$ cat config.mk
export PLATFORM = sky130hd
export DESIGN_NAME = asac_sequencer
export DESIGN_NICKNAME = d
export VERILOG_FILES = /design/src/verilog/asac_pkg.sv /design/src/verilog/asac_sequencer.sv /design/src/verilog/asac_pin_sync.sv
export VERILOG_INCLUDE_DIRS = /design/src /design/src/verilog
export SDC_FILE = /design/constraint.sdc
export NUM_CORES = 1
export LEC_CHECK = 0
export BUFFER_PORTS_ARGS = -buffer_cell sky130_fd_sc_hd__buf_4
export CAP_MARGIN = 25
export CORE_UTILIZATION = 45
export CTS_CLUSTER_DIAMETER = 150
export DETAILED_ROUTE_END_ITERATION = 12
export GPL_ROUTABILITY_DRIVEN = 0
export PLACE_DENSITY_LB_ADDON = 0.25
export SLEW_MARGIN = 30
export SYNTH_ARGS = -nofsm -noshare
export SYNTH_HDL_FRONTEND = slang
export SYNTH_HIERARCHICAL = 1
export SYNTH_SLANG_ARGS = --single-unit
$ cat constraint.sdc
create_clock -name clock_i -period 11.6 [get_ports clock_i]
set_input_delay 0.58 -clock clock_i [delete_from_list [all_inputs] [get_ports clock_i]]
set_output_delay 0.58 -clock clock_i [all_outputs]
set_load 0.01 [all_outputs]
$ cat src/verilog/asac_defines.svh
// Purpose: Named offsets, field positions, reset values and times of the sequencer.
// Assumes: 100 MHz clock_i.
// Notes:   Definitions only.
`ifndef ASAC_DEFINES_SVH
`define ASAC_DEFINES_SVH
// ********************
// Register pointers
// ********************
`define ASAC_PTR_CMD     8'h00
`define ASAC_PTR_RESULT  8'h01
`define ASAC_PTR_VSTAT   8'h05
`define ASAC_PTR_ISTAT   8'h06
`define ASAC_PTR_TSTAT   8'h07
`define ASAC_PTR_SEQ     8'h08
`define ASAC_PTR_CFG     8'h09
// ********************
// Fields and resets
// ********************
`define ASAC_CFG_AUTO    12
`define ASAC_CFG_CLR_A   1
`define ASAC_CFG_CLR_B   2
`define ASAC_OVR_LSB     4
`define ASAC_OVERTEMP    6
`define ASAC_DIODE_OPEN  7
`define ASAC_INT_LO      4
`define ASAC_INT_HI      5
`define ASAC_FLAG_BIT    15
`define ASAC_LAST_CH     3'h7
`define ASAC_RST8        8'h00
`define ASAC_RST16       16'h0000
`define ASAC_ALL_ONES    8'hff
// ********************
// Times
// ********************
`define ASAC_CLK_NS      10
`define ASAC_TMO_MS      5
`define ASAC_AUTO_US     50
`define ASAC_TMO_CYC     ((`ASAC_TMO_MS * 1000000) / `ASAC_CLK_NS)
`define ASAC_AUTO_CYC    ((`ASAC_AUTO_US * 1000) / `ASAC_CLK_NS)
`endif

$ cat src/verilog/asac_pkg.sv
// Purpose: Types shared by the sequencer files.
// Assumes: Counters fit in 20 bits.
// Notes:   Nothing here is imported.
package asac_pkg;
    typedef enum logic [3:0] {
        ASAC_W_PTR = 4'b0001,
        ASAC_W_B8  = 4'b0010,
        ASAC_W_HI  = 4'b0100,
        ASAC_W_LO  = 4'b1000
    } asac_wph_t;

    typedef struct packed {
        asac_wph_t   wph;
        logic [7:0]  ptr;
        logic [7:0]  wtgt;
        logic [7:0]  whi;
        logic [7:0]  cmd_mask;
        logic        cmd_on;
        logic        cmd_read;
        logic        cmd_one;
        logic [7:0]  seq;
        logic [15:0] cfg;
        logic [7:0]  vst;
        logic [7:0]  ist;
        logic [7:0]  tst;
        logic [15:0] res;
        logic        rhit;
        logic [2:0]  cur_ch;
        logic        conv_busy;
        logic        pend;
        logic [2:0]  pend_ch;
        logic        conv_start;
        logic [2:0]  conv_chan;
        logic [15:0] rd_word;
        logic        rd_lo;
        logic [7:0]  rd_byte;
        logic [19:0] tmo;
        logic [19:0] aut;
        logic        alert;
    } asac_state_t;
endpackage

$ cat src/verilog/asac_sequencer.sv
// Purpose: Conversion sequencing and sticky alert status behind the serial register port.
// Assumes: A bus engine on clock_i decodes start, stop, address and acknowledge.
// Notes:   Analog conversion and limit compare live outside; they return one result.
`timescale 1ns/1ps
`include "asac_defines.svh"
module asac_sequencer #(
    parameter int TMO_CYC  = `ASAC_TMO_CYC,
    parameter int AUTO_CYC = `ASAC_AUTO_CYC
) (
    // Clock and reset
    input  wire logic        clock_i,
    input  wire logic        rst_n_i,
    // Byte events from the bus engine
    input  wire logic        bus_start_i,
    input  wire logic        bus_stop_i,
    input  wire logic        wr_valid_i,
    input  wire logic [7:0]  wr_byte_i,
    input  wire logic        rd_begin_i,
    input  wire logic        rd_byte_req_i,
    input  wire logic        rd_nack_i,
    output logic      [7:0]  rd_byte_o,
    // Converter
    output logic             conv_start_o,
    output logic      [2:0]  conv_chan_o,
    input  wire logic        conv_done_i,
    input  wire logic [11:0] conv_data_i,
    input  wire logic        conv_hi_i,
    input  wire logic        conv_lo_i,
    input  wire logic        int_temp_hi_i,
    input  wire logic        int_temp_lo_i,
    // Fault pins
    input  wire logic [1:0]  ovr_pin_i,
    input  wire logic        overtemp_pin_i,
    input  wire logic [1:0]  diode_open_pin_i,
    // Status outputs
    output logic             cmd_mode_o,
    output logic             dac_hiz_o,
    output logic             alert_pin_o
);
    asac_pkg::asac_state_t st_reg;
    asac_pkg::asac_state_t st_next;
    logic [4:0]  pins_s;
    logic        req_v;
    logic [2:0]  req_ch;
    logic        cmd_wr_ev;
    logic        any_st;
    logic        wide;
    logic [15:0] word;
    logic [2:0]  pos;

    asac_pin_sync #(
        .W (5)
    ) u_pins (
        .clock_i (clock_i),
        .rst_n_i (rst_n_i),
        .pin_i   ({diode_open_pin_i, overtemp_pin_i, ovr_pin_i}),
        .level_o (pins_s)
    );

    // Next selected channel after cur, wrapping past the last one.
    function automatic logic [2:0] next_ch(input logic [7:0] mask, input logic [2:0] cur);
        logic [2:0] c;
        logic [2:0] r;
        logic       hit;
        r   = cur;
        hit = 1'b0;
        for (int i = 1; i <= 8; i++) begin
            c = cur + i[2:0];
            if (!hit && mask[c]) begin
                r   = c;
                hit = 1'b1;
            end
        end
        return r;
    endfunction

    // ********************
    // Next state
    // ********************
    always_comb begin
        st_next            = st_reg;
        st_next.conv_start = 1'b0;
        req_v              = 1'b0;
        req_ch             = st_reg.cur_ch;
        cmd_wr_ev          = 1'b0;
        wide               = 1'b0;
        word               = `ASAC_RST16;
        pos                = st_reg.cur_ch[2] ? {1'b0, st_reg.cur_ch[0], 1'b0}
                                              : {st_reg.cur_ch[1:0], 1'b0};
        any_st             = |{st_reg.vst, st_reg.ist, st_reg.tst};

        // Background pacing only while on-demand mode is idle.
        if (st_reg.cfg[`ASAC_CFG_AUTO] && st_reg.seq != `ASAC_RST8 && !st_reg.cmd_on) begin
            if (st_reg.aut == 20'(AUTO_CYC - 1)) begin
                st_next.aut = '0;
                req_v       = 1'b1;
                req_ch      = next_ch(st_reg.seq, st_reg.cur_ch);
            end else begin
                st_next.aut = st_reg.aut + 20'h00001;
            end
        end else begin
            st_next.aut = '0;
        end

        if (st_reg.cmd_on) begin
            if (st_reg.tmo == 20'(TMO_CYC - 1)) begin
                st_next.cmd_on = 1'b0;
            end else begin
                st_next.tmo = st_reg.tmo + 20'h00001;
            end
        end

        // Register writes.
        if (bus_start_i) begin
            st_next.wph = asac_pkg::ASAC_W_PTR;
        end else if (wr_valid_i) begin
            unique case (st_reg.wph)
                asac_pkg::ASAC_W_PTR: begin
                    st_next.wtgt = wr_byte_i;
                    if (wr_byte_i != `ASAC_PTR_CMD) begin
                        st_next.ptr = wr_byte_i;
                    end
                    st_next.wph = (wr_byte_i == `ASAC_PTR_RESULT || wr_byte_i == `ASAC_PTR_CFG)
                                ? asac_pkg::ASAC_W_HI : asac_pkg::ASAC_W_B8;
                end
                asac_pkg::ASAC_W_HI: begin
                    st_next.whi = wr_byte_i;
                    st_next.wph = asac_pkg::ASAC_W_LO;
                end
                asac_pkg::ASAC_W_LO: begin
                    if (st_reg.wtgt == `ASAC_PTR_CFG) begin
                        st_next.cfg = {st_reg.whi, wr_byte_i};
                        if (wr_byte_i[`ASAC_CFG_CLR_A] && wr_byte_i[`ASAC_CFG_CLR_B]) begin
                            st_next.vst = `ASAC_RST8;
                            st_next.ist = `ASAC_RST8;
                            st_next.tst = `ASAC_RST8;
                        end
                    end
                    st_next.wph = asac_pkg::ASAC_W_PTR;
                end
                asac_pkg::ASAC_W_B8: begin
                    case (st_reg.wtgt)
                        `ASAC_PTR_CMD: begin
                            st_next.cmd_mask = wr_byte_i;
                            st_next.cmd_on   = wr_byte_i != `ASAC_RST8;
                            st_next.cmd_read = 1'b0;
                            st_next.cmd_one  = 1'b0;
                            st_next.tmo      = '0;
                            if (wr_byte_i != `ASAC_RST8) begin
                                cmd_wr_ev = 1'b1;
                                req_v     = 1'b1;
                                req_ch    = next_ch(wr_byte_i, `ASAC_LAST_CH);
                            end
                        end
                        `ASAC_PTR_SEQ:   st_next.seq = wr_byte_i;
                        `ASAC_PTR_VSTAT: st_next.vst = st_reg.vst & ~wr_byte_i;
                        `ASAC_PTR_ISTAT: st_next.ist = st_reg.ist & ~wr_byte_i;
                        `ASAC_PTR_TSTAT: st_next.tst = st_reg.tst & ~wr_byte_i;
                        default: ;
                    endcase
                    st_next.wph = asac_pkg::ASAC_W_PTR;
                end
            endcase
        end

        // Register reads, high byte first.
        if (rd_begin_i) begin
            st_next.rd_lo = 1'b0;
            st_next.tmo   = '0;
        end
        if (rd_byte_req_i) begin
            st_next.tmo = '0;
            if (st_reg.rd_lo) begin
                st_next.rd_byte = st_reg.rd_word[7:0];
                st_next.rd_lo   = 1'b0;
            end else begin
                case (st_reg.ptr)
                    `ASAC_PTR_RESULT: word = {st_reg.rhit | any_st, st_reg.res[14:0]};
                    `ASAC_PTR_CFG:    word = st_reg.cfg;
                    `ASAC_PTR_SEQ:    word = {`ASAC_RST8, st_reg.seq};
                    `ASAC_PTR_VSTAT:  word = {`ASAC_RST8, st_reg.vst};
                    `ASAC_PTR_ISTAT:  word = {`ASAC_RST8, st_reg.ist};
                    `ASAC_PTR_TSTAT:  word = {`ASAC_RST8, st_reg.tst};
                    default:          word = `ASAC_RST16;
                endcase
                wide            = st_reg.ptr == `ASAC_PTR_RESULT || st_reg.ptr == `ASAC_PTR_CFG;
                st_next.rd_word = word;
                st_next.rd_byte = wide ? word[15:8] : word[7:0];
                st_next.rd_lo   = wide;
                if (st_reg.ptr == `ASAC_PTR_RESULT && st_reg.cmd_on) begin
                    st_next.cmd_read = 1'b1;
                    if (st_reg.cmd_one) begin
                        st_next.cmd_on = 1'b0;
                    end else begin
                        req_v  = 1'b1;
                        req_ch = next_ch(st_reg.cmd_mask, st_reg.cur_ch);
                    end
                end
            end
        end
        if (rd_nack_i) begin
            st_next.cmd_on = 1'b0;
            st_next.rd_lo  = 1'b0;
        end
        if (bus_stop_i) begin
            st_next.wph = asac_pkg::ASAC_W_PTR;
            if (st_reg.cmd_on) begin
                if (st_reg.cmd_read) begin
                    st_next.cmd_on = 1'b0;
                end else begin
                    st_next.cmd_one = 1'b1;
                end
            end
        end

        // Results and sticky status; sets come after clears so an event is never lost.
        if (conv_done_i) begin
            st_next.conv_busy = 1'b0;
            st_next.res       = {1'b0, st_reg.cur_ch, conv_data_i};
            st_next.rhit      = conv_hi_i | conv_lo_i;
            unique case (st_reg.cur_ch[2:1])
                2'b00, 2'b01: begin
                    st_next.vst[pos]      = st_next.vst[pos] | conv_lo_i;
                    st_next.vst[pos + 3'h1] = st_next.vst[pos + 3'h1] | conv_hi_i;
                end
                2'b10: begin
                    st_next.ist[pos]      = st_next.ist[pos] | conv_lo_i;
                    st_next.ist[pos + 3'h1] = st_next.ist[pos + 3'h1] | conv_hi_i;
                end
                2'b11: begin
                    st_next.tst[pos]      = st_next.tst[pos] | conv_lo_i;
                    st_next.tst[pos + 3'h1] = st_next.tst[pos + 3'h1] | conv_hi_i;
                end
            endcase
        end
        st_next.ist[`ASAC_OVR_LSB +: 2] = st_next.ist[`ASAC_OVR_LSB +: 2] | pins_s[1:0];
        st_next.tst[`ASAC_OVERTEMP]     = st_next.tst[`ASAC_OVERTEMP] | pins_s[2];
        st_next.tst[`ASAC_DIODE_OPEN]   = st_next.tst[`ASAC_DIODE_OPEN] | (|pins_s[4:3]);
        st_next.tst[`ASAC_INT_LO]       = st_next.tst[`ASAC_INT_LO] | int_temp_lo_i;
        st_next.tst[`ASAC_INT_HI]       = st_next.tst[`ASAC_INT_HI] | int_temp_hi_i;

        // One converter: a request waits while a conversion is in flight.
        if (req_v) begin
            st_next.pend    = 1'b1;
            st_next.pend_ch = req_ch;
        end
        if (st_next.pend && !st_next.conv_busy) begin
            st_next.conv_start = 1'b1;
            st_next.conv_chan  = st_next.pend_ch;
            st_next.cur_ch     = st_next.pend_ch;
            st_next.conv_busy  = 1'b1;
            st_next.pend       = 1'b0;
        end
        st_next.alert = st_next.cfg[`ASAC_CFG_CLR_A] && st_next.cfg[`ASAC_CFG_CLR_B]
                      && (|{st_next.vst, st_next.ist, st_next.tst});
    end

    // ********************
    // State register
    // ********************
    always_ff @(posedge clock_i or negedge rst_n_i) begin
        if (!rst_n_i) begin
            st_reg     <= '0;
            st_reg.wph <= asac_pkg::ASAC_W_PTR;
        end else begin
            st_reg <= st_next;
        end
    end

    assign rd_byte_o    = st_reg.rd_byte;
    assign conv_start_o = st_reg.conv_start;
    assign conv_chan_o  = st_reg.conv_chan;
    assign cmd_mode_o   = st_reg.cmd_on;
    assign dac_hiz_o    = st_reg.tst[`ASAC_OVERTEMP];
    assign alert_pin_o  = st_reg.alert;

    // ********************
    // Checks
    // ********************
    logic rd_hi_res;
    assign rd_hi_res = rd_byte_req_i && !st_reg.rd_lo && st_reg.ptr == `ASAC_PTR_RESULT;
endmodule // asac_sequencer

$ cat src/verilog/asac_pin_sync.sv
// Purpose: Three-stage synchroniser for asynchronous pins.
// Assumes: Pins are slow levels.
// Notes:   The output follows once stages two and three agree.
`timescale 1ns/1ps
module asac_pin_sync #(
    parameter int W = 1
) (
    // Clock and reset
    input  wire logic         clock_i,
    input  wire logic         rst_n_i,
    // Pins and result
    input  wire logic [W-1:0] pin_i,
    output logic      [W-1:0] level_o
);
    typedef struct packed {
        logic [W-1:0] s1;
        logic [W-1:0] s2;
        logic [W-1:0] s3;
        logic [W-1:0] lvl;
    } asac_sync_t;

    asac_sync_t sync_reg;
    asac_sync_t sync_next;

    // The first stage feeds only the second, so metastability never reaches a gate.
    always_comb begin
        sync_next     = sync_reg;
        sync_next.s1  = pin_i;
        sync_next.s2  = sync_reg.s1;
        sync_next.s3  = sync_reg.s2;
        sync_next.lvl = (sync_reg.s2 & ~(sync_reg.s2 ^ sync_reg.s3))
                      | (sync_reg.lvl & (sync_reg.s2 ^ sync_reg.s3));
    end

    always_ff @(posedge clock_i or negedge rst_n_i) begin
        if (!rst_n_i) begin
            sync_reg <= '0;
        end else begin
            sync_reg <= sync_next;
        end
    end

    assign level_o = sync_reg.lvl;
endmodule // asac_pin_sync

==> flow_results.org, run 1 <==
** Status
- The flow ran to the end, and the final reports show no timing, DRC or antenna violations.

** STA
- Worst relative slew slack :: 36.5%
- Setup violations remaining at the end of the flow were counted as 0.
- For this run, the top clock speed supported by timing is 220 MHz.
- Setup total negative slack on the finished layout was measured at 0 ns.
- Final worst clock skew :: 0.0144 ns
- At the pin with the least slew margin, the transition time is 0.952 ns.
- Tmin final :: 4.55 ns
- Number of pins with negative max-slew slack in the final report :: 0
- The number of failing hold endpoints at the final stage is 0.
- The final critical path takes up 39.2% of the cycle.
- Setup repair after global routing left no endpoint under its margin.
- Smallest hold slack :: 0.117 ns

** Layout
- Of the cells placed in the final design, the portion with a size suffix greater than 1 is 22.3%.
- For this run, the post-layout net count is 1107.
- Flip-flop count of the largest register after layout :: 155
- The library cells used most frequently in the layout, excluding fill and tap cells, are sky130_fd_sc_hd__dfrtp_1, sky130_fd_sc_hd__nand2_1, sky130_fd_sc_hd__mux2_2.
- The finished layout holds 1393 standard cells, fillers aside.
- Relative to the synthesized area, the layout overhead comes to 9.98%.
- The repair_antennas step left the layout with diodes totalling 0.
- Leaving out fill and tap cells, the most frequent cell in the layout is sky130_fd_sc_hd__dfrtp_1.

** Clock network
- Clock network latency to the later pin of the worst-skew pair :: 0.44 ns
- Num CTS Buffers :: 17
- In this run, post-CTS hold repair placed 0 buffers.
- Clock slew at reported path FFs :: 0.08 ns
- The cell sitting at the root of the clock tree is a sky130_fd_sc_hd__clkbuf_16.
- Clock tree from TritonCTS :: done
- After clock tree synthesis, the setup repair step added 0 buffers.
- Clock tree synthesis found a total of 190 sinks.
- After clock tree synthesis, the repair step resized 0 gates.
- H-tree depth :: 4
- No sink is reached through more buffers than the 2 on the longest clock path.

** Critical path
- R2r endpoint :: st_reg[72]
- Data arrives at the worst endpoint at 4.86 ns.
- Along the worst path, the maximum fanout reaches 35.
- STA classifies the critical path endpoint as a flip-flop.
- Slowest CP cell :: sky130_fd_sc_hd__nor4_1
- Cell with the most instances on the worst path :: sky130_fd_sc_hd__o21ai_0
- Worst reg2reg path startpoint :: conv_chan_o[0]
- Worst r2r path cells :: 12
- At the worst endpoint, the required time is 11.91 ns.
- Walking the worst path, the cells encountered are buf_4 > inv_1 > ha_1 > buf_4 > mux2_1 > mux4_2 > nor4_1 > o21ai_0 > o21ai_0 > o221ai_1 > o21ai_1 > o21ai_0.
- The setup check on the worst reg-to-reg path leaves a slack of 7.05 ns.
- CP Launch Type :: flip-flop
- Slowest stage delay, CP :: 0.55 ns
- The setup path with the least slack is of type flip-flop to flip-flop.

** Synth
- Mapped Nets :: 1107
- Most area-hungry cell type in the Yosys netlist :: sky130_fd_sc_hd__dfrtp_1
- By area the synthesized netlist is led by sky130_fd_sc_hd__dfrtp_1, sky130_fd_sc_hd__mux2_2, sky130_fd_sc_hd__mux4_2.
- After synthesis, the largest area contributor takes up 43.3% of total cell area.
- The synthesized netlist contains 78 unique library cells.
- For this run, the number of Yosys warnings is 6.
- Most common flop cell mapped by yosys :: sky130_fd_sc_hd__dfrtp_1
- In this run the cell area of the synthesized design comes to 10900 sq um.
- Of all flip-flops after synthesis, the portion carrying an async set or reset was 100%.
- Syn avg cell area :: 10.3 sq um
- Gate count after technology mapping :: 1061
- The share of the Yosys chip area taken by registers is 43.6%.
- Synthesized flop and latch total :: 190
- Yosys mapped a number of flops with a built-in enable equal to 0.

** Global routing
- Aggregate global-route resource usage :: 23.7%
- GRT Residual Overflow :: 0
- Met1 usage :: 33.9%
- Met3 demand-to-capacity share in global routing :: 4.43%
- Via count of the first global-routing pass :: 8205
- The first global-routing pass estimated 45300 um of wire.
- After global routing, the most crowded layer is met2.
- The initial antenna violation count is 0.
- M2 GR Usage :: 36.7%
- Pin count of the biggest net entering global routing :: 128

** Pwr
- Total design power :: 1.41 mW
- In this run the static leakage power is 5.24 nW.
- In this run the power density over the cells is 117 nW/um^2.
- Maximum resistive drop on vdd :: 0.0837 mV

** Routing
- Routed vias/inst :: 6.09
- The detail route stage leaves a number of antenna-violating nets equal to 0.
- First-iteration detailed-routing DRC count :: 842
- For this run, design rule violations remaining after detail routing come to 0.
- First drt pass iteration count :: 5
- Detail-routed net length per standard cell :: 19.9 um
- Detailed Route WL :: 27800 um
- Summing over every cut layer, the via total after detailed routing is 8489.

** Place
- Placed insts :: 1361
- Input and output buffers added on the ports amount to 52.
- Summed over all nets, the half-perimeter wirelength after detailed placement is 19300 um.

** Floorplan
- Pin placement for this block handled 53 I/O pins.
- The floorplan step defined a die boundary enclosing 24900 sq um.
- After floorplanning, the core was sized to cover 23600 sq um.
- Vertical extent of the die :: 158 um
- In this run the core area contains 56 standard-cell rows.
- Initial cell density of the core :: 46.2%
- Chip Width :: 158 um

** Job
- The tool flagged a number of max-cap violations equal to 0.

** Hold path
- Classification of the worst-slack hold path :: input port to async pin
synth_stat cells, drive strengths merged, types with 4 or more instances:
master / number
a22o: 6
or2: 7
nand4: 14
nor4: 17
and3: 14
nand2: 96
buf: 29
and4: 6
o22ai: 5
ha: 8
a22oi: 19
a211oi: 6
mux2i: 26
mux4: 29
nand2b: 7
o2bb2ai: 6
clkbuf: 48
o21a: 4
inv: 26
nor3: 21
dfrtp: 189
a21oi: 56
xnor2: 13
mux2: 100
or3: 8
a31oi: 4
maj3: 5
nor2b: 4
xor2: 21
nor2: 80
o21ai: 67
a21o: 23
a221o: 5
or4: 11
nand3: 31
nor3b: 5
worst max-delay path by stage:
stage | from | to | slack (ns)
floorplan | conv_chan_o[1] | conv_chan_o[0] | 7.57
global placement | conv_chan_o[0] | conv_chan_o[0] | 7.14
detailed placement | conv_chan_o[0] | conv_chan_o[0] | 7.12
CTS | conv_chan_o[0] | conv_chan_o[0] | 7.10
global route | conv_chan_o[0] | st_reg[72] | 6.57
finish | conv_chan_o[0] | st_reg[72] | 7.05
cells by family (layout without fill, tap and decap cells):
| kind of cell | count (synthesis) | in the layout | share of synthesized area [%] |
|---|---|---|---|
| adder cells (fa/ha/maj) | 13 | 13 | 1.43 |
| flip-flops | 190 | 190 | 43.6 |
| AO/OA/AOI/OAI | 231 | 231 | 13.7 |
| multiplexers | 155 | 155 | 18.7 |
| buffers and inverters | 103 | 116 | 4.37 |
| XOR/XNOR | 34 | 34 | 2.73 |
| AND/OR/NAND/NOR | 335 | 335 | 15.5 |
area by class of cell:
class,count,area [sq um]
fillers,2142,11600
well taps,319,399
multi-input cells,768,5700
clock inverters,15,176
inverters,26,97.6
flip-flops and latches,190,4760
clock buffers,17,425
repair buffers,58,453
per-stage QoR:
| stage | setup slack [ns] | util (%) | cell area, sq um |
|---|---|---|---|
| 5_1_grt | 6.57 | 50.8 | 12000 |
| 3_5_place_dp | 7.12 | 48.3 | 11400 |
| 3_3_place_gp | 7.14 | 48.2 | 11400 |
| 4_1_cts | 7.10 | 50.8 | 12000 |
| 2_1_floorplan | 7.57 | - | 10900 |
| 6_report | 7.05 | 50.8 | 12000 |
critical path, delay by kind of cell (launching register included):
kind | cells | cell delay [ns]
buffers and inverters | 3 | 1.27
AOI/OAI and AO/OA | 5 | 0.91
muxes | 2 | 0.87
and+or+nand+nor | 1 | 0.55
adders and majority gates | 1 | 0.43
DFF | 1 | 0.32
report_power, final:
| part | leakage [nW] | internal, mW | total [mW] | switching [mW] |
|---|---|---|---|---|
| Combinational | 2.48 | 0.0480 | 0.108 | 0.0600 |
| Clock | 0.288 | 0.308 | 0.590 | 0.282 |
| Sequential | 2.47 | 0.686 | 0.712 | 0.0255 |
| Total | 5.24 | 1.04 | 1.41 | 0.368 |
routing by layer:
| metal | share of wire [%] | vias up |
|---|---|---|
| met4 | 1.6 | 0 |
| met1 | 47 | 4256 |
| met3 | 5.8 | 42 |
| met2 | 46 | 309 |
| li1 | - | 3882 |
| met5 | 0 | - |
Power figures use the tool's default switching activity.
==> run 2: changes to the inputs <==
- ABC_AREA: not set -> 1
- clock period: 11.6 -> 4.1 ns (I/O delays scaled with it)
==> run 2 against run 1 <==
Effect of this change: synthesized area increased by 1.2%; clock power increased to 2.9 times the previous value; power increased to 3.0 times the previous value; design area increased by 4.0%; non-clock buffer count increased by 24; routed wire length increased by 7.9%; worst hold slack got worse by 0.11 ns; sequential power increased to 2.9 times the previous value; register-to-register slack got worse by 6.0 ns; sequential share of layout area decreased by 1.5 points.
==> flow_results.org, run 2 <==
** Status
- Result of the run :: completed

** Place
- Input and output buffers added on the ports amount to 52.
- Half-perimeter wire length after placement :: 22200 um
- The number of placed instances, taps included, is 1831.
- In this run the cell area measured after placement is 11600 sq um.

** Critical path
- At the worst endpoint, the required time is 4.43 ns.
- Counting cells, the worst reg-to-reg path comes to 16.
- Worst setup path category :: flip-flop to flip-flop
- Slowest CP cell :: sky130_fd_sc_hd__dfrtp_1
- STA classifies the critical path endpoint as a flip-flop.
- Along the worst path, the maximum fanout reaches 13.
- STA classifies the critical path startpoint as a flip-flop.
- In this design, the stage delay of the slowest critical-path cell is 0.58 ns.
- Critical path, cell by cell :: inv_1 > ha_1 > inv_2 > nand3_1 > nand3_2 > nand2_2 > inv_2 > nand3_4 > nor2_8 > nand4_1 > o21ai_1 > inv_1 > a21oi_1 > nand2_1 > nand3_1 > nand2_1
- For the worst setup path, the data arrival time is 3.36 ns.

** Floorplan
- The die covers 25200 sq um.
- During I/O placement, the number of pins put on the boundary was 53.
- Chip Width :: 159 um
- Core Footprint :: 23800 sq um
- Row generation in the floorplan step produced 56 rows.
- Vertical extent of the die :: 159 um
- For this configuration, the core starts out at a cell density of 46.5%.

** Clock network
- Max Buffers Root-to-Sink :: 2
- Clock-pin slew was measured on the worst setup and hold paths at 0.09 ns.
- The clock reaches the later pin of the worst-skew pair after 0.44 ns.
- Once the clock tree was built, the setup fixing pass inserted 0 buffers.
- Quantity of gates resized following cts :: 0
- TritonCTS sink count :: 190
- TritonCTS built the clock tree.
- Post-CTS Hold Buffers :: 20
- The H-tree was split into 4 levels.
- Clock tree synthesis inserted a total of 17 buffers.
- CTS placed an instance of sky130_fd_sc_hd__clkbuf_16 at the clock tree root.

** Layout
- Finished Cell Area :: 12500 sq um
- Post-synthesis to final-layout area growth :: 13.0%
- Ratio of cells with drive above 1 in the final layout :: 11.0%
- Most common cell after layout, fill and taps aside :: sky130_fd_sc_hd__nand2_1
- Leaving out filler cells and counting taps, the final layout contains 1884.
- Filler cell count in the final layout :: 2247
- The register with the most flip-flops in the layout has 155 of them.
- Layout net count :: 1598
- In the layout the commonest cells are sky130_fd_sc_hd__nand2_1, sky130_fd_sc_hd__dfrtp_1, sky130_fd_sc_hd__inv_1.
- N_diodes :: 0

** Synth
- Counting flops with an async set or reset pin after synthesis yields a share of 100%.
- Gate count after technology mapping :: 1501
- By area the synthesized netlist is led by sky130_fd_sc_hd__dfrtp_1, sky130_fd_sc_hd__nand2_1, sky130_fd_sc_hd__inv_1.
- Synthesis inferred 190 register bits.
- The netlist uses 59 different library cells.
- Commonest cells in the synthesized netlist :: sky130_fd_sc_hd__nand2_1, sky130_fd_sc_hd__dfrtp_1, sky130_fd_sc_hd__inv_1
- Of all cell types, the one taking the most synthesized area is sky130_fd_sc_hd__dfrtp_1.
- Yosys printed 6 warnings.
- Number of enable-type register cells in the synthesized netlist :: 0
- Most repeated cell in the gate-level netlist after synthesis :: sky130_fd_sc_hd__nand2_1
- Most common flop cell mapped by yosys :: sky130_fd_sc_hd__dfrtp_1
- Each instance of the synthesized netlist takes up on average 7.36 sq um.
- Mapped Nets :: 1547
- For this run, the register share of the synthesized area comes to 43.1%.
- Combined area of all synthesized cells :: 11000 sq um
- Summed over its instances, the top area cell type makes up 42.8% of the synthesized netlist area.

** STA
- Number of pins with negative max-slew slack in the final report :: 0
- Setup violations remaining at the end of the flow were counted as 0.
- Hold timing on the final database bottoms out at a slack of 0.00508 ns.
- Fmax :: 331 MHz
- RSZ-0062 raised after global routing :: false
- Final worst clock skew :: 0.0164 ns
- Final worst path period share :: 73.7%
- Setup_tns :: 0 ns
- At the pin with the least slew margin, the transition time is 0.694 ns.
- Tmin final :: 3.02 ns
- Headroom to the max-slew limit came out at 53.3%.
- The number of failing hold endpoints at the final stage came to 0.

** Global routing
- Global routing used 25.1% of the available tracks.
- Entering global routing, the biggest net connects 106 pins.
- First-pass GRT wire length :: 48900 um
- GRT Residual Overflow :: 0
- The via count of the first global-routing pass came to 9751.
- Antenna violations before repair :: 0

** Hold path
- In this run the worst hold path is classified as input port to flip-flop.
- The worst hold path was traced through 3 stages.

** Routing
- In the final routed layout, each cell accounts on average for 15.9 um.
- The first routing iteration left 946 violations.
- For this block, the routed nets add up to 30000 um of wire.
- Routed vias/inst :: 5.42
- Once detail routing completed, the nets flagged for antenna violations numbered 0.
- After detailed routing, the number of remaining DRC violations is 0.
- Routed vias :: 10200
- First drt pass iteration count :: 6

** Pwr
- In this run the power density over the cells is 339 nW/um^2.
- The worst-case IR drop observed on VDD is 0.234 mV.
- Leakage power :: 6.05 nW

** Job
- Max cap viols :: 0
run 2: path summary, 6_finish.rpt:
path / end / from / slack [ns]
max: conv_chan_o[2] / conv_chan_o[1] / 1.08
min: st_reg[167] / wr_byte_i[5] / 0.005
max reg2reg: conv_chan_o[2] / conv_chan_o[1] / 1.08
min reg2reg: u_pins/sync_next[7] / u_pins/sync_next[12] / 0.35
max in group asynchronous: st_reg[178] / rst_n_i / 3.15
min in group asynchronous: st_reg[31] / rst_n_i / 0.21
run 2: power breakdown:
group	leakage [nW]	internal, mW	switching [mW]
sequential	2.44	1.97	0.0758
clock	0.303	0.845	0.889
combinational	3.31	0.156	0.294
run 2: worst max-delay path, delay by kind of cell, from the launching register on:
kind                       cells  cell delay, ns
and+or+nand+nor                9            0.95
DFF                            1            0.58
buffers and inverters          4            0.55
adders and majority gates      1            0.48
AOI/OAI and AO/OA              2            0.36
run 2: layout make-up:
class	count	area [sq um]	share of cell area [%]
clock buffers	17	425	3.41
clock inverters	15	206	1.65
repair buffers	82	704	5.64
well taps	319	399	3.20
multi-input cells	1062	5240	42.0
flip-flops and latches	190	4760	38.1
inverters	199	749	6.00
run 2: metal layers:
layer  global-route usage, %  vias to the layer above  part of all wire [%]
met3                    4.22                       70                   6.6
met2                    40.5                      385                    46
met1                    33.9                     4791                    45
li1                        -                     4957                     -
met5                       0                        -                     0
met4                    9.02                        0                   2.7
run 2: cell families after synthesis:
family | Yosys count | synth area share, %
AO/OA/AOI/OAI | 200 | 10.4
XOR/XNOR | 19 | 1.68
adder cells (fa/ha/maj) | 8 | 0.906
buffers and inverters | 249 | 9.61
flip-flops | 190 | 43.1
multiplexers | 1 | 0.102
AND/OR/NAND/NOR | 834 | 34.3
run 2: stage by stage:
stage          setup WS, ns  total power, mW  utilization [%]
6_report               1.08             4.23             52.6
4_1_cts                1.12             4.26             52.4
5_1_grt               0.830             4.39             52.6
3_5_place_dp           1.13             2.51             48.9
3_3_place_gp           1.17             2.49             48.9
2_1_floorplan          1.41             2.33                -
==> run 3: changes to the inputs <==
- clock period: 4.1 -> 2.6 ns (I/O delays scaled with it)
==> run 3 against run 2 <==
Effect of this change: combinational power up 65%; fmax up 21%; via count up 0.37%; critical path type unchanged; routed wire length up 1.9%; sequential cell count unchanged; clock skew about the same; global-route usage up 0.44 points.
==> flow_results.org, run 3 (synthesis results as in run 2) <==
** Floorplan
- After floorplanning, the core was divided into 56 placement rows.
- Number of top-level design ports :: 53
- Vertical extent of the die :: 159 um
- Chip Width :: 159 um
- Area of the die :: 25200 sq um
- Core Footprint :: 23800 sq um
- The initial utilization of the core area, before any placement, comes to 46.5%.

** Routing
- Detailed routing inserted a total of 10200 vias.
- ANT nets after route :: 0
- First-iteration detailed-routing DRC count :: 1009
- For this run, design rule violations remaining after detail routing come to 0.
- Before antenna repair, the detailed router went through 5 iterations.
- For this block, the routed nets add up to 30600 um of wire.
- In the final routed layout, each cell accounts on average for 15.8 um.
- Routed vias/inst :: 5.31

** Layout
- Commonest cells after routing, fill and taps aside :: sky130_fd_sc_hd__nand2_1, sky130_fd_sc_hd__dfrtp_1, sky130_fd_sc_hd__inv_1
- Flip-flop count of the largest register after layout :: 155
- Summing all non-filler instances in the final layout gives an area of 13000 sq um.
- The post-route netlist has 14.6% of its cells at a drive strength greater than 1.
- Final non-filler cell total :: 1929
- Post-synthesis to final-layout area growth :: 17.3%
- Cells fill 54.5% of the core in the end.
- Most common cell after layout, fill and taps aside :: sky130_fd_sc_hd__nand2_1
- In the final design database the tool counted 1642 nets.

** Critical path
- At the worst endpoint, the required time is 2.93 ns.
- Of all nets on the critical path, the largest fanout is 8.
- By startpoint and endpoint, the worst setup path is classified as flip-flop to flip-flop.
- Slowest CP cell :: sky130_fd_sc_hd__dfrtp_1
- Slowest stage delay, CP :: 0.43 ns
- The signal on the critical path passes through nor2_2 > nand3_2 > a21oi_4 > buf_2 > nand3_1 > nand3_1 > nand2_1 > nor2_2 > nand2_2 > o21ai_2 > nand2_1 > nor2_1 > nand2_1 > nor2_1 > nor2_1.
- CP Launch Type :: flip-flop
- Arrival time of the worst setup path :: 2.82 ns
- The worst setup path is captured at a flip-flop.
- R2r setup slk :: 0.11 ns

** Global routing
- Aggregate global-route resource usage :: 25.5%
- The via count of the first global-routing pass was 9926.
- GRT Residual Overflow :: 0
- Entering global routing, the biggest net connects 84 pins.
- First-pass GRT wire length :: 49600 um
- Antenna violations before repair :: 2

** STA
- Final worst clock skew :: 0.0159 ns
- Measured against its own limit, the worst slew margin works out to 54.4%.
- Setup slack on the critical path of the routed design comes to 0.111 ns.
- Fmax :: 402 MHz
- Final worst path period share :: 95.7%
- Slew @ Worst Pin :: 0.684 ns
- Tmin final :: 2.49 ns
- Setup_tns :: 0 ns
- Number of pins with negative max-slew slack in the final report :: 0
- Setup violations remaining at the end of the flow were counted as 0.
- Final hold vios :: 0
- RSZ-0062 raised after global routing :: true

** Hold path
- The tightest min-delay check is of the input port to flip-flop type.

** Pwr
- Summed over all cells, the static leakage comes to 6.26 nW.
- Internal power comes to 4.70 mW.
- Switching part of the total power :: 29.7%
- The share of total power dissipated in combinational logic is 11.1%.
- Part of the power in the clock network :: 40.7%
- VDD sags by at most 0.391 mV.
- In this run, flip-flops and latches consume 48.2% of the power.
- Summed over all nets, the switching power comes to 1.98 mW.
- Dividing total power by cell area gives a power density of 516 nW/um^2.

** Place
- Placed instance area :: 11800 sq um
- Half-perimeter wire length after placement :: 22700 um
- Placed insts :: 1855
- OpenSTA, run right after detailed placement, puts the worst setup slack at 0.000649 ns.
- Number of buffers added on ports :: 52

** Clock network
- Clock tree synthesis found a total of 190 sinks.
- No sink is reached through more buffers than the 2 on the longest clock path.
- Num CTS Buffers :: 17
- TritonCTS built the clock tree.
- After clock tree synthesis, the clock-pin slew on the worst setup and hold paths is 0.08 ns.
- Root buffer cell :: sky130_fd_sc_hd__clkbuf_16
- The H-tree was split into 4 levels.
- For the worst-skew pair, the clock arrives at the later sink with an insertion delay of 0.45 ns.

** Job
- Max cap viols :: 0

** Status
- Result of the run :: completed
==> run 3: cell count changes in the layout (fill, tap and decap cells not counted), moves of 4 or more <==
cell	previous run	this run
sky130_fd_sc_hd__dlygate4sd3_1	20	32
sky130_fd_sc_hd__nor2_1	153	146
sky130_fd_sc_hd__nor2_2	9	13
sky130_fd_sc_hd__buf_4	59	87
sky130_fd_sc_hd__inv_1	185	181
sky130_fd_sc_hd__nand2_2	20	29
sky130_fd_sc_hd__nand2_1	404	395
==> run 3: stage by stage <==
stage	power [mW]	hold WS, ns
after floorplan	3.68	-0.166
after global placement	3.94	0.224
after detailed placement	3.96	0.228
after CTS	6.72	0.000604
after global routing	6.96	0.0232
final	6.69	0.0172
==> run 3: worst paths after layout <==
| path | start | endpoint | cells after the start |
|---|---|---|---|
| max reg2reg | st_reg[181] | alert_pin_o | 15 |
| max | st_reg[181] | alert_pin_o | 15 |
| max in group asynchronous | rst_n_i | st_reg[178] | 3 |
| min reg2reg | u_pins/sync_next[13] | u_pins/sync_next[8] | 0 |
| min in group asynchronous | rst_n_i | st_reg[30] | 2 |
| min | wr_byte_i[1] | st_reg[163] | 3 |
==> run 3: area by class of cell <==
type	instances	area, sq um
multi-input combinational	1062	5330
clock buffer	17	425
timing repair buffer	126	1070
antenna	1	2.50
inverter	199	762
fill	2277	10800
sequential	190	4760
tap	319	399
clock inverter	15	206
==> run 3: layer usage <==
metal	routed length, um	up-vias	GRT usage (%)
li1	-	5065	-
met1	13800	4784	34.1
met2	14100	337	40.6
met3	1930	55	5.50
met4	768	0	9.25
met5	0	-	0
==> run 3: critical path, delay by kind of cell (launching register included) <==
family / cells / cell delay [ns]
AND/OR/NAND/NOR: 12 / 1.24
AO/OA/AOI/OAI: 2 / 0.46
buffers and inverters: 1 / 0.23
flip-flops: 1 / 0.43
==> run 3: power by group through the flow <==
stage	Sequential, mW	Combinational (mW)	Clock [mW]
finish	3.22	0.742	2.72
global route	3.24	0.840	2.89
CTS	3.22	0.726	2.78
detailed placement	3.28	0.688	0
global placement	3.27	0.673	0
floorplan	3.24	0.440	0
==> run 3: repair_timing <==
| item | 4_1_cts | 5_1_grt |
|---|---|---|
| setup buffers | 0 | 8 |
| pin swaps | 0 | 6 |
| cloned | 0 | 1 |
| gates resized for setup | 1 | 42 |
| hold buffers | 32 | 0 |
| endpoints found under the hold margin | 117 | 0 |
| setup endpoints to repair | 1 | 11 |
